**src/core/kbi_pkg.sv**
```systemverilog
package kbi_pkg;
    // Bus widths
    localparam int ADDR_W = 8;
    localparam int DATA_W = 32;
    localparam int PIN_N = 5;
    // Register indices; byte address is four times the index
    localparam logic [7:0] IDX_STATUS_CTRL = 8'h1A;
    localparam logic [7:0] IDX_PIN_ENABLE = 8'h1B;
    localparam logic [7:0] IDX_PORT_DIR = 8'h1C;
    localparam logic [7:0] IDX_PORT_DATA = 8'h1D;
    localparam logic [7:0] IDX_EVT_STATUS = 8'h1E;
    localparam logic [7:0] IDX_EVT_MASK = 8'h1F;
    // Status and control field positions
    localparam int F_SENSE = 0;
    localparam int F_MASK = 1;
    localparam int F_ACK = 2;
    localparam int F_PEND = 3;
    // Event status field positions
    localparam int E_LATCH = 0;
    localparam int E_ACK = 1;
    localparam int EVT_N = 2;
    // Reset values
    localparam logic [PIN_N-1:0] PIN_RST = 5'h00;
    localparam logic [EVT_N-1:0] EVT_RST = 2'h0;
    localparam logic [DATA_W-1:0] RD_ZERO = 32'h0000_0000;
    // Interrupt vector locations, high then low byte
    localparam logic [15:0] VEC_HI_ADDR = 16'hFFDE;
    localparam logic [15:0] VEC_LO_ADDR = 16'hFFDF;
endpackage

```
**src/core/kbi_keypad_latch.sv**
```systemverilog
`timescale 1ns/10ps
// Overview of operation
// - Five pins, each with own enable
// - Enabled pin switches its pullup on
// - Latch request when enabled pin falls
// - Edge mode: no latch if another low
// - Level mode: request held while pin low
// - Level mode clears after ack and release
// - Vector fetch produces the acknowledge
// - Writing one to ack acknowledges too
// - Later falling edges latch new requests
// - Unmasked request goes to CPU vector
// - Edge mode: acknowledge clears immediately
// - Reset clears request and sense select
// - Pending flag ignores the mask
// - Enabled pin forced to input
// - Pin readable only with direction zero
// - Mask blocks CPU request; reset clears
// - Acknowledge bit always reads zero
module kbi_keypad_latch (
    input wire logic clk,
    input wire logic rst,
    input wire logic ce,
    // APB slave
    input wire logic psel,
    input wire logic penable,
    input wire logic pwrite,
    input wire logic [kbi_pkg::ADDR_W-1:0] paddr,
    input wire logic [kbi_pkg::DATA_W-1:0] pwdata,
    input wire logic [3:0] pstrb,
    output logic [kbi_pkg::DATA_W-1:0] prdata,
    output logic pready,
    output logic pslverr,
    // CPU side
    input wire logic vectorFetch,
    output logic cpuIrqReq,
    output logic irq,
    // Keypad pins
    input wire logic [kbi_pkg::PIN_N-1:0] pinIn,
    output logic [kbi_pkg::PIN_N-1:0] pinOut,
    output logic [kbi_pkg::PIN_N-1:0] pinOe,
    output logic [kbi_pkg::PIN_N-1:0] pullupEn
);
    import kbi_pkg::*;
    // Block outline:
    // - pins pass a two-stage synchroniser, then a history stage
    // - a fall is seen when the enabled set leaves the all-high state
    // - the request latch follows edge or edge-and-level rules
    // - acknowledge comes from a vector fetch or a software write
    // - CPU request is the latch gated by the mask bit
    // - a general event status and mask feed the irq output
    // Every output is a flip-flop, so all answers lag by one edge.
    // Limitation: a pin change takes two edges to reach the stage where it is judged.

    // Word index of an APB byte address
    function automatic logic [7:0] wordIdx(
        input logic [ADDR_W-1:0] a
    );
        wordIdx = {2'b00, a[ADDR_W-1:2]};
    endfunction

    // True when any enabled pin is low
    function automatic logic anyLow(
        input logic [PIN_N-1:0] lvl,
        input logic [PIN_N-1:0] en
    );
        anyLow = |(~lvl & en);
    endfunction

    // Synchroniser and history
    logic [PIN_N-1:0] pinMeta_r; // First stage, read only by second
    logic [PIN_N-1:0] pinSync_r; // Second stage
    logic [PIN_N-1:0] pinPrev_r; // Last synchronised level

    // Software-visible state
    logic [PIN_N-1:0] pinEnable_r; // Source enables
    logic senseSelect_r; // One: edge and level
    logic requestMask_r; // Blocks CPU request
    logic [PIN_N-1:0] portDir_r; // One drives pin
    logic [PIN_N-1:0] portData_r; // Output latch
    logic [EVT_N-1:0] evtStatus_r; // Sticky events
    logic [EVT_N-1:0] evtMask_r; // Event enables

    // Request latch state
    logic request_r; // Latched keypad request
    logic ackSeen_r; // Level mode ack pending release

    // Bus decode
    logic setupPhase;
    logic wrTake;
    logic wrByte;
    logic [7:0] accIdx;
    logic addrOk;

    // Request evaluation
    logic lowNow;
    logic lowBefore;
    logic fallEvt;
    logic ackPulse;
    logic request_nxt;
    logic ackSeen_nxt;

    // Bus decode is purely combinational from the live bus signals.
    // A write is only honoured at the edge where pready is high.
    // Byte lane zero carries all register fields.
    assign accIdx = wordIdx(paddr);
    assign setupPhase = psel & ~penable;
    // Write lands only at the access edge the slave answers on
    assign wrTake = psel & penable & pready & pwrite & ce;
    assign wrByte = wrTake & pstrb[0];
    assign addrOk = (accIdx >= IDX_STATUS_CTRL)
        && (accIdx <= IDX_EVT_MASK);

    // Reset loads all-high, so a pin held low through reset looks like
    // a fresh fall once it reaches the second stage, two edges after it.
    // Only the second stage reads the first; nothing else may.
    // Synchronise pins to the bus clock
    always_ff @(posedge clk) begin
        if (rst) begin
            pinMeta_r <= ~PIN_RST;
            pinSync_r <= ~PIN_RST;
            pinPrev_r <= ~PIN_RST;
        end else if (ce) begin
            pinMeta_r <= pinIn;
            pinSync_r <= pinMeta_r;
            pinPrev_r <= pinSync_r;
        end
    end

    // Enable masks both the present and the past level.
    // Level tests use only synchronised copies
    assign lowNow = anyLow(pinSync_r, pinEnable_r);
    assign lowBefore = anyLow(pinPrev_r, pinEnable_r);
    // Fall only counts from the all-high state
    assign fallEvt = lowNow & ~lowBefore;

    // Acknowledge from either source
    assign ackPulse = vectorFetch
        | (wrByte && accIdx == IDX_STATUS_CTRL
           && pwdata[F_ACK]);

    // Edge mode keeps no ack memory; a fall in the same cycle as
    // an acknowledge wins, so a key pressed during the clear is
    // never lost. Level mode remembers an ack given while a
    // request stands and releases the latch once every enabled
    // pin reads high again. An ack with no request is dropped,
    // which keeps a stray write from pre-clearing a later press.
    // Next request and ack memory
    always_comb begin
        request_nxt = request_r;
        ackSeen_nxt = ackSeen_r;
        if (!senseSelect_r) begin
            // Edge only: ack clears now, new fall wins
            ackSeen_nxt = 1'b0;
            if (ackPulse) begin
                request_nxt = 1'b0;
            end
            if (fallEvt) begin
                request_nxt = 1'b1;
            end
        end else begin
            // Level mode: two conditions in any order
            if (ackPulse && request_r) begin
                ackSeen_nxt = 1'b1;
            end
            if (ackSeen_nxt && !lowNow) begin
                request_nxt = 1'b0;
                ackSeen_nxt = 1'b0;
            end
            if (fallEvt) begin
                request_nxt = 1'b1;
                ackSeen_nxt = 1'b0;
            end else if (lowNow && !ackSeen_nxt) begin
                request_nxt = 1'b1;
            end
        end
    end

    // The latch and its ack memory share one enable and reset.
    // Freezing with ce low holds both, so no ack is half taken.
    // Request latch; reset wins even with a pin low
    always_ff @(posedge clk) begin
        if (rst) begin
            request_r <= 1'b0;
            ackSeen_r <= 1'b0;
        end else if (ce) begin
            request_r <= request_nxt;
            ackSeen_r <= ackSeen_nxt;
        end
    end

    // Mask and sense bits are plain storage; the ack bit has no
    // storage at all, which is why it can only ever read zero.
    // Writes need pstrb[0], the byte that holds the fields.
    // Status and control register
    always_ff @(posedge clk) begin
        if (rst) begin
            senseSelect_r <= 1'b0;
            requestMask_r <= 1'b0;
        end else if (wrByte && accIdx == IDX_STATUS_CTRL) begin
            senseSelect_r <= pwdata[F_SENSE];
            requestMask_r <= pwdata[F_MASK];
        end
    end

    // Enabling a pin while it is already low does not latch in edge mode, as the
    // history is judged against the same enable set; software that
    // wants such a pin reported there must release it first; level mode latches it.
    // Pin enable register
    always_ff @(posedge clk) begin
        if (rst) begin
            pinEnable_r <= PIN_RST;
        end else if (wrByte && accIdx == IDX_PIN_ENABLE) begin
            pinEnable_r <= pwdata[PIN_N-1:0];
        end
    end

    // Direction one drives the pin unless its enable is set.
    // Data latch keeps its value across direction changes.
    // Port direction and data latch
    always_ff @(posedge clk) begin
        if (rst) begin
            portDir_r <= PIN_RST;
            portData_r <= PIN_RST;
        end else if (wrByte) begin
            if (accIdx == IDX_PORT_DIR) begin
                portDir_r <= pwdata[PIN_N-1:0];
            end
            if (accIdx == IDX_PORT_DATA) begin
                portData_r <= pwdata[PIN_N-1:0];
            end
        end
    end

    // Drivers lag the registers by one edge; pullups come on one edge after
    // the enable is written, so a fresh pin may float for a
    // few cycles and raise a false request that software acks.
    // Pin drivers, all registered
    always_ff @(posedge clk) begin
        if (rst) begin
            pinOut <= PIN_RST;
            pinOe <= PIN_RST;
            pullupEn <= PIN_RST;
        end else if (ce) begin
            pinOut <= portData_r;
            // Enable overrides direction, pin stays input
            pinOe <= portDir_r & ~pinEnable_r;
            pullupEn <= pinEnable_r;
        end
    end

    // Event mask selects which sticky bits reach irq.
    // Event mask register
    always_ff @(posedge clk) begin
        if (rst) begin
            evtMask_r <= EVT_RST;
        end else if (wrByte && accIdx == IDX_EVT_MASK) begin
            evtMask_r <= pwdata[EVT_N-1:0];
        end
    end

    // Latch bit marks each new request, ack bit each acknowledge.
    // Clear is write-one; an event in the same cycle keeps its bit.
    // Sticky events; a new event beats a same-cycle clear
    always_ff @(posedge clk) begin
        if (rst) begin
            evtStatus_r <= EVT_RST;
        end else if (ce) begin
            if (wrByte && accIdx == IDX_EVT_STATUS) begin
                evtStatus_r <= evtStatus_r & ~pwdata[EVT_N-1:0];
            end
            if (request_nxt && !request_r) begin
                evtStatus_r[E_LATCH] <= 1'b1;
            end
            if (ackPulse) begin
                evtStatus_r[E_ACK] <= 1'b1;
            end
        end
    end

    // cpuIrqReq goes to the CPU vector logic; irq is the general
    // level line for the event status bits, gated by evtMask.
    // Interrupt outputs
    always_ff @(posedge clk) begin
        if (rst) begin
            cpuIrqReq <= 1'b0;
            irq <= 1'b0;
        end else if (ce) begin
            // Mask gates CPU path only, flag still shows
            cpuIrqReq <= request_nxt & ~requestMask_r;
            irq <= |(evtStatus_r & evtMask_r);
        end
    end

    // Read data is taken at the setup edge, so a value that changes
    // in the access cycle is reported as it stood one edge before.
    // Unmapped indices answer with pslverr and read zero.
    // APB answer: data captured in setup, ready in access
    // Costs one wait-free access but keeps outputs registered
    always_ff @(posedge clk) begin
        if (rst) begin
            prdata <= RD_ZERO;
            pready <= 1'b0;
            pslverr <= 1'b0;
        end else if (ce) begin
            pready <= setupPhase;
            pslverr <= setupPhase & ~addrOk;
            prdata <= RD_ZERO;
            if (setupPhase && !pwrite) begin
                case (accIdx)
                    IDX_STATUS_CTRL: begin
                        // Ack bit reads zero; flag ignores mask
                        prdata[F_PEND] <= request_r;
                        prdata[F_ACK] <= 1'b0;
                        prdata[F_MASK] <= requestMask_r;
                        prdata[F_SENSE] <= senseSelect_r;
                    end
                    IDX_PIN_ENABLE: begin
                        prdata[PIN_N-1:0] <= pinEnable_r;
                    end
                    IDX_PORT_DIR: begin
                        prdata[PIN_N-1:0] <= portDir_r;
                    end
                    IDX_PORT_DATA: begin
                        // Pin level shows only where direction is 0
                        prdata[PIN_N-1:0] <= (pinSync_r & ~portDir_r)
                            | (portData_r & portDir_r);
                    end
                    IDX_EVT_STATUS: begin
                        prdata[EVT_N-1:0] <= evtStatus_r;
                    end
                    IDX_EVT_MASK: begin
                        prdata[EVT_N-1:0] <= evtMask_r;
                    end
                    default: begin
                        prdata <= RD_ZERO;
                    end
                endcase
            end
        end
    end
endmodule // kbi_keypad_latch

```
**config.mk**
```make
export PLATFORM = sky130hd
export DESIGN_NAME = kbi_keypad_latch
export DESIGN_NICKNAME = d
export VERILOG_FILES = /design/src/core/kbi_pkg.sv /design/src/core/kbi_keypad_latch.sv
export SDC_FILE = /design/constraint.sdc
export NUM_CORES = 1
export LEC_CHECK = 0
export BUFFER_PORTS_ARGS = -buffer_cell sky130_fd_sc_hd__buf_2
export CORE_ASPECT_RATIO = 1.4
export CORE_MARGIN = 2
export CORE_UTILIZATION = 49
export CTS_CLUSTER_SIZE = 24
export DETAILED_ROUTE_END_ITERATION = 7
export PLACE_DENSITY = 0.76
export SYNTH_ARGS = -nofsm -noshare
export SYNTH_HDL_FRONTEND = slang
export SYNTH_SLANG_ARGS = --single-unit
```
**constraint.sdc**
```tcl
create_clock -name clk -period 2.1 [get_ports clk]
set_clock_uncertainty 0.05 [all_clocks]
set_input_delay 0.21 -clock clk [delete_from_list [all_inputs] [get_ports clk]]
set_output_delay 0.21 -clock clk [all_outputs]
set_load 0.02 [all_outputs]
```
# Word level (Yosys, flattened, before mapping)
# Cells that the tools add are included.
dict set report word_totals {
  elab_cells 99
  inputBits 56
  regBits 89
  out_inout_bits 51
}
dict set report op_classes {
  n_eq_ne 6
  n_mux 19
  n_lt_le_gt_ge 2
  reduce_logical 24
  bitwise_logic 27
}
# op count
set op_table {}
lappend op_table {{6-bit by 5-bit == test with 1-bit output (second input constant)} 6}
lappend op_table {{5-bit AND} 5}
lappend op_table {{5-bit NOT} 4}
lappend op_table {{1-bit 2-to-1 mux} 14}
lappend op_table {{2-bit one-hot mux with 6 select lines} 1}
lappend op_table {{1-bit logical AND} 11}
lappend op_table {{5-bit OR reduction} 2}
lappend op_table {{1-bit AND} 9}
lappend op_table {{2-bit one-hot mux with 4 select lines} 1}
lappend op_table {{2-bit AND reduction} 4}
lappend op_table {{6-bit by 5-bit greater-or-equal comparator with 1-bit output (second input constant)} 1}
lappend op_table {{6-bit by 5-bit <= comparator with 1-bit output (second input constant)} 1}
lappend op_table {{5-bit 2-to-1 mux} 1}
lappend op_table {{5-bit OR} 1}
lappend op_table {{2-bit AND} 2}
lappend op_table {{1-bit logical NOT} 4}
lappend op_table {{1-bit NOT} 4}
lappend op_table {{2-bit nonzero test} 2}
lappend op_table {{1-bit one-hot mux with 3 select lines} 1}
lappend op_table {{2-bit 2-to-1 mux} 1}
lappend op_table {{2-bit NOT} 1}
lappend op_table {{2-bit OR reduction} 1}
lappend op_table {{1-bit OR} 1}

# Longest topological paths before layout
dict set report depth {
  word_depth 22
  ltp_mapped 6
  depth_no_buf 5
}

# Least setup slack after synthesis
# Ideal clock, no wire load.
dict set report synth_timing {
  path_kind {reg2reg}
  startpoint {reg pready}
  endpoint {reg portData_r[0]}
  t_arrival_ps 1777
  required_ps 1922
  slack_ps 146
  path_stages_with_launch 7
  setup_time_ps 128
  synth_period_minus_slack_ps 1954
  path_cell_list {dfxtp_1 nand4_1 or4_4 buf_6 nor3b_4 mux2i_1 nor2_1}
}
dict set report synth_via {
  elab_chain_len 5
}
# element line_no
set synth_lines {}
lappend synth_lines {{from (decl)} kbi_keypad_latch.sv:32} ;# output logic pready,
lappend synth_lines {{from (signal assigned)} kbi_keypad_latch.sv:306} ;# pready <= setupPhase;
lappend synth_lines {{1-bit AND (3 in series)} kbi_keypad_latch.sv:109} ;# assign wrTake = psel & penable & pready & pwrite & ce;
lappend synth_lines {{1-bit AND} kbi_keypad_latch.sv:110} ;# assign wrByte = wrTake & pstrb[0];
lappend synth_lines {{2-bit AND reduction (no line)} --}
lappend synth_lines {{to (signal assigned)} kbi_keypad_latch.sv:230} ;# portData_r <= pwdata[PIN_N-1:0];
lappend synth_lines {{to (decl)} kbi_keypad_latch.sv:80} ;# logic [PIN_N-1:0] portData_r;
# Every way passes these cells.
# A chain may end at the register's enable or synchronous reset.

# Worst setup path in the final report
dict set report layout_timing {
  startpoint {reg pready}
  endpoint {reg portData_r[3]}
}
# Same word-level chain as after synthesis.

==> run metrics <==
via/cell ratio=about 5.3; RD Place Congestion=0.881; leakage power=around 1.5 nW; Worst setup startpoint=pready$_SDFFE_PP0P_; Main synth FF type=dfxtp_1; R2R Setup Slk=roughly 160 ps; Max VDD drop=roughly 0.63 mV; Critical Path RT=2270 ps; crit path to=portData_r[3]$_SDFFE_PP0P_; drt first pass iters=4; total of fill cells in the finished design=~560; Logic pwr share=between 8 and 9%; CP top delay family=simple AND/OR/NAND/NOR gates; # Post-CTS Setup Buffers=0; cts hold-fix bufs=0; Crit. End Element=register; Switching Fraction=24.3%; initial drt markers=approximately 150; post-synth top area cell=dfxtp_1; synth warn=0; max cap viols=0; initial antenna violation count=0; asr flop ratio synth=0%; via count of the first global-routing pass=2024; CTS H-tree lvls=3; clk sinks=62; worst-path fanout max=7; die area=between 6000 and 7000 sq um; Slew @ Worst Pin=slightly below 600 ps; Tcrit/Tclk final=92.2%; post-route design area=around 3300 sq um; Sequential Power Share=between 40% and 50%; top cells by count, synth=dfxtp_1, nor2_1, mux2i_1; Area Growth Syn to Fin=13.6%; largest net degree at the start of global routing=46; Hold Crit Depth=3; first-pass GRT wire length=9760 um; top cells by area, synth=dfxtp_1, mux2i_1, buf_4, nor2_1, nand2_1; Worst-path clk slew=~70 ps; TritonCTS clock tree=done; Ports=about 110; Mapped Area=between 2000 and 3000 sq um; RSZ-0062 raised after global routing=no; Routed Antenna Nets=0; share of cells above drive strength 1=between 20% and 30%; Seq/Total Area, Yosys=between 40% and 50%; Slowest cell on crit path=or4_4; Max Root-Sink Buffers=2; wire per inst=~14 um; Startpoint Class=register; number of cells on the critical path=5; Std-Cell Rows=33; crit path cell chain=nand4_1 -> or4_4 -> nor3b_4 -> mux2i_1 -> nor2_1; die width=a little under 70 um; Mean Syn Cell Area=around 9.2 sq um; Hold Path Class=in -> reg; routed vias=2293; number of buffers created by CTS=9; DRC=0; PortBufs=47; Routed WL=~6000 um; Post-Route Hold Slack=about 38 ps; total gr overflow=0; Starting Density=50.2%; Max stage delay on crit path=540 ps; Cells after DPL=420; pwr dens=approximately 750 nW/um^2; Std-Cell Core Area=slightly below 6000 sq um; Setup violations, final=0; Die Span Y=95.0 um; clk root buf=clkbuf_8; fin. max-slew vios=0; status=complete, no violations; min Tclk post-route=a little under 2000 ps; Clock power frac=~43%; Internal=roughly 0.0019 W; non-filler cells, final=436; reg2reg end=portData_r[3]$_SDFFE_PP0P_; CTS resizes=0; most instantiated library cell after synthesis=dfxtp_1; clock latency on the worst-skew pair=around 340 ps; post-synth cell types=48; flops & latches, synth=just over 60; Crit Path Class=reg -> reg; Post-Syn Instances=~310; CP arrival=approximately 2100 ps; dpl hpwl=about 4300 um; number of synthesized flops with an enable pin=0; Fin Setup TNS=0 ps; reg2reg start=pready$_SDFFE_PP0P_; Net count, final=~420; Synth top area share=42.8%; worst path buffer plus inverter count=0; count of final hold-check violations=0; maximum clock rate=516 MHz; GRT Total Usage=a little under a fifth; Worst Reg-to-Reg Cells=5; Sw Pwr=0.000601 W; antenna diode count=0; Relative slew margins=approximately three fifths; Placed Area=a little over 3000 sq um
==> cell usage in the layout (no fill, tap or decap), drive strengths merged, types with 2 or more instances in the layout <==
cell type   n
a21o        2
a21oi      15
a221oi      2
a22o        2
a2bb2oi     3
a31oi       4
a32o        2
and3b       2
buf        53
clkbuf     13
conb       27
dfxtp      62
inv        11
mux2i      39
mux4        2
nand2      31
nand2b      5
nand3       4
nand3b      3
nand4       4
nor2       42
nor2b       4
nor3        4
nor4        2
o211ai      5
o21ai       2
o31ai       2
o41ai       2
==> per-layer routing <==
layer | vias to the layer above | GRT usage [%] | part of all wire, %
met5 | - | 0 | 0
met4 | 0 | 8.99 | 2.8
met3 | 16 | 5.39 | 6.7
met2 | 88 | 32.1 | 48
met1 | 1054 | 22.5 | 42
li1 | 1135 | - | -
==> layout make-up <==
class                      instances  area, sq um  share of cell area [%]
sequential                        62         1240                    37.7
inverter                          11         41.3                    1.25
timing repair buffer              53          280                    8.50
clock buffer                      13          159                    4.82
clock inverter                     3         42.5                    1.29
multi-input combinational        224         1440                    43.8
tap                               70         87.6                    2.66
==> stage by stage <==
stage | utilization (%) | setup WS (ps) | power, W
CTS | 57.0 | 149 | 0.00249
global route | 57.0 | 53.6 | 0.00256
global placement | 53.5 | 154 | 0.00144
finish | 57.0 | 163 | 0.00247
detailed placement | 53.5 | 112 | 0.00144
floorplan | - | 146 | 0.00142
==> power by group through the flow <==
stage / logic [W] / registers [W] / clock network, W
floorplan: 0.000187 / 0.00123 / 0
detailed placement: 0.000209 / 0.00124 / 0
global placement: 0.000206 / 0.00124 / 0
finish: 0.000210 / 0.00121 / 0.00105
global route: 0.000230 / 0.00121 / 0.00112
CTS: 0.000210 / 0.00121 / 0.00107
==> tightest hold or removal path: stages <==
cell	delay, ps
buf_2	80
mux2i_1	50
nand2_1	60
==> state kept, by name (all words and copies together), names as in the netlist, 2 cells and up <==
register,flops
evtMask_r,2
evtStatus_r,2
pinEnable_r,5
pinMeta_r,5
pinOe,5
pinOut,5
pinPrev_r,5
pinSync_r,5
portData_r,5
portDir_r,5
prdata,5
pullupEn,5
==> how the worst min path moves through the flow <==
stage | startpoint | to | slack, ps
floorplan | pinIn[0] | pinMeta_r[0]$_SDFFE_PP1P_ | 290
global placement | pinIn[4] | pinMeta_r[4]$_SDFFE_PP1P_ | 380
detailed placement | pinIn[3] | pinMeta_r[3]$_SDFFE_PP1P_ | 380
CTS | pinIn[4] | pinMeta_r[4]$_SDFFE_PP1P_ | 30
global route | pinIn[0] | pinMeta_r[0]$_SDFFE_PP1P_ | 50
finish | pinIn[4] | pinMeta_r[4]$_SDFFE_PP1P_ | 40
==> cells by family after synthesis <==
| family | synth area share, % |
|---|---|
| other cells | 0.129 |
| compound gates | 12.0 |
| flops | 42.8 |
| buf+inv | 10.8 |
| simple gates | 18.6 |
| mux | 15.7 |
Power figures use the tool's default switching activity.
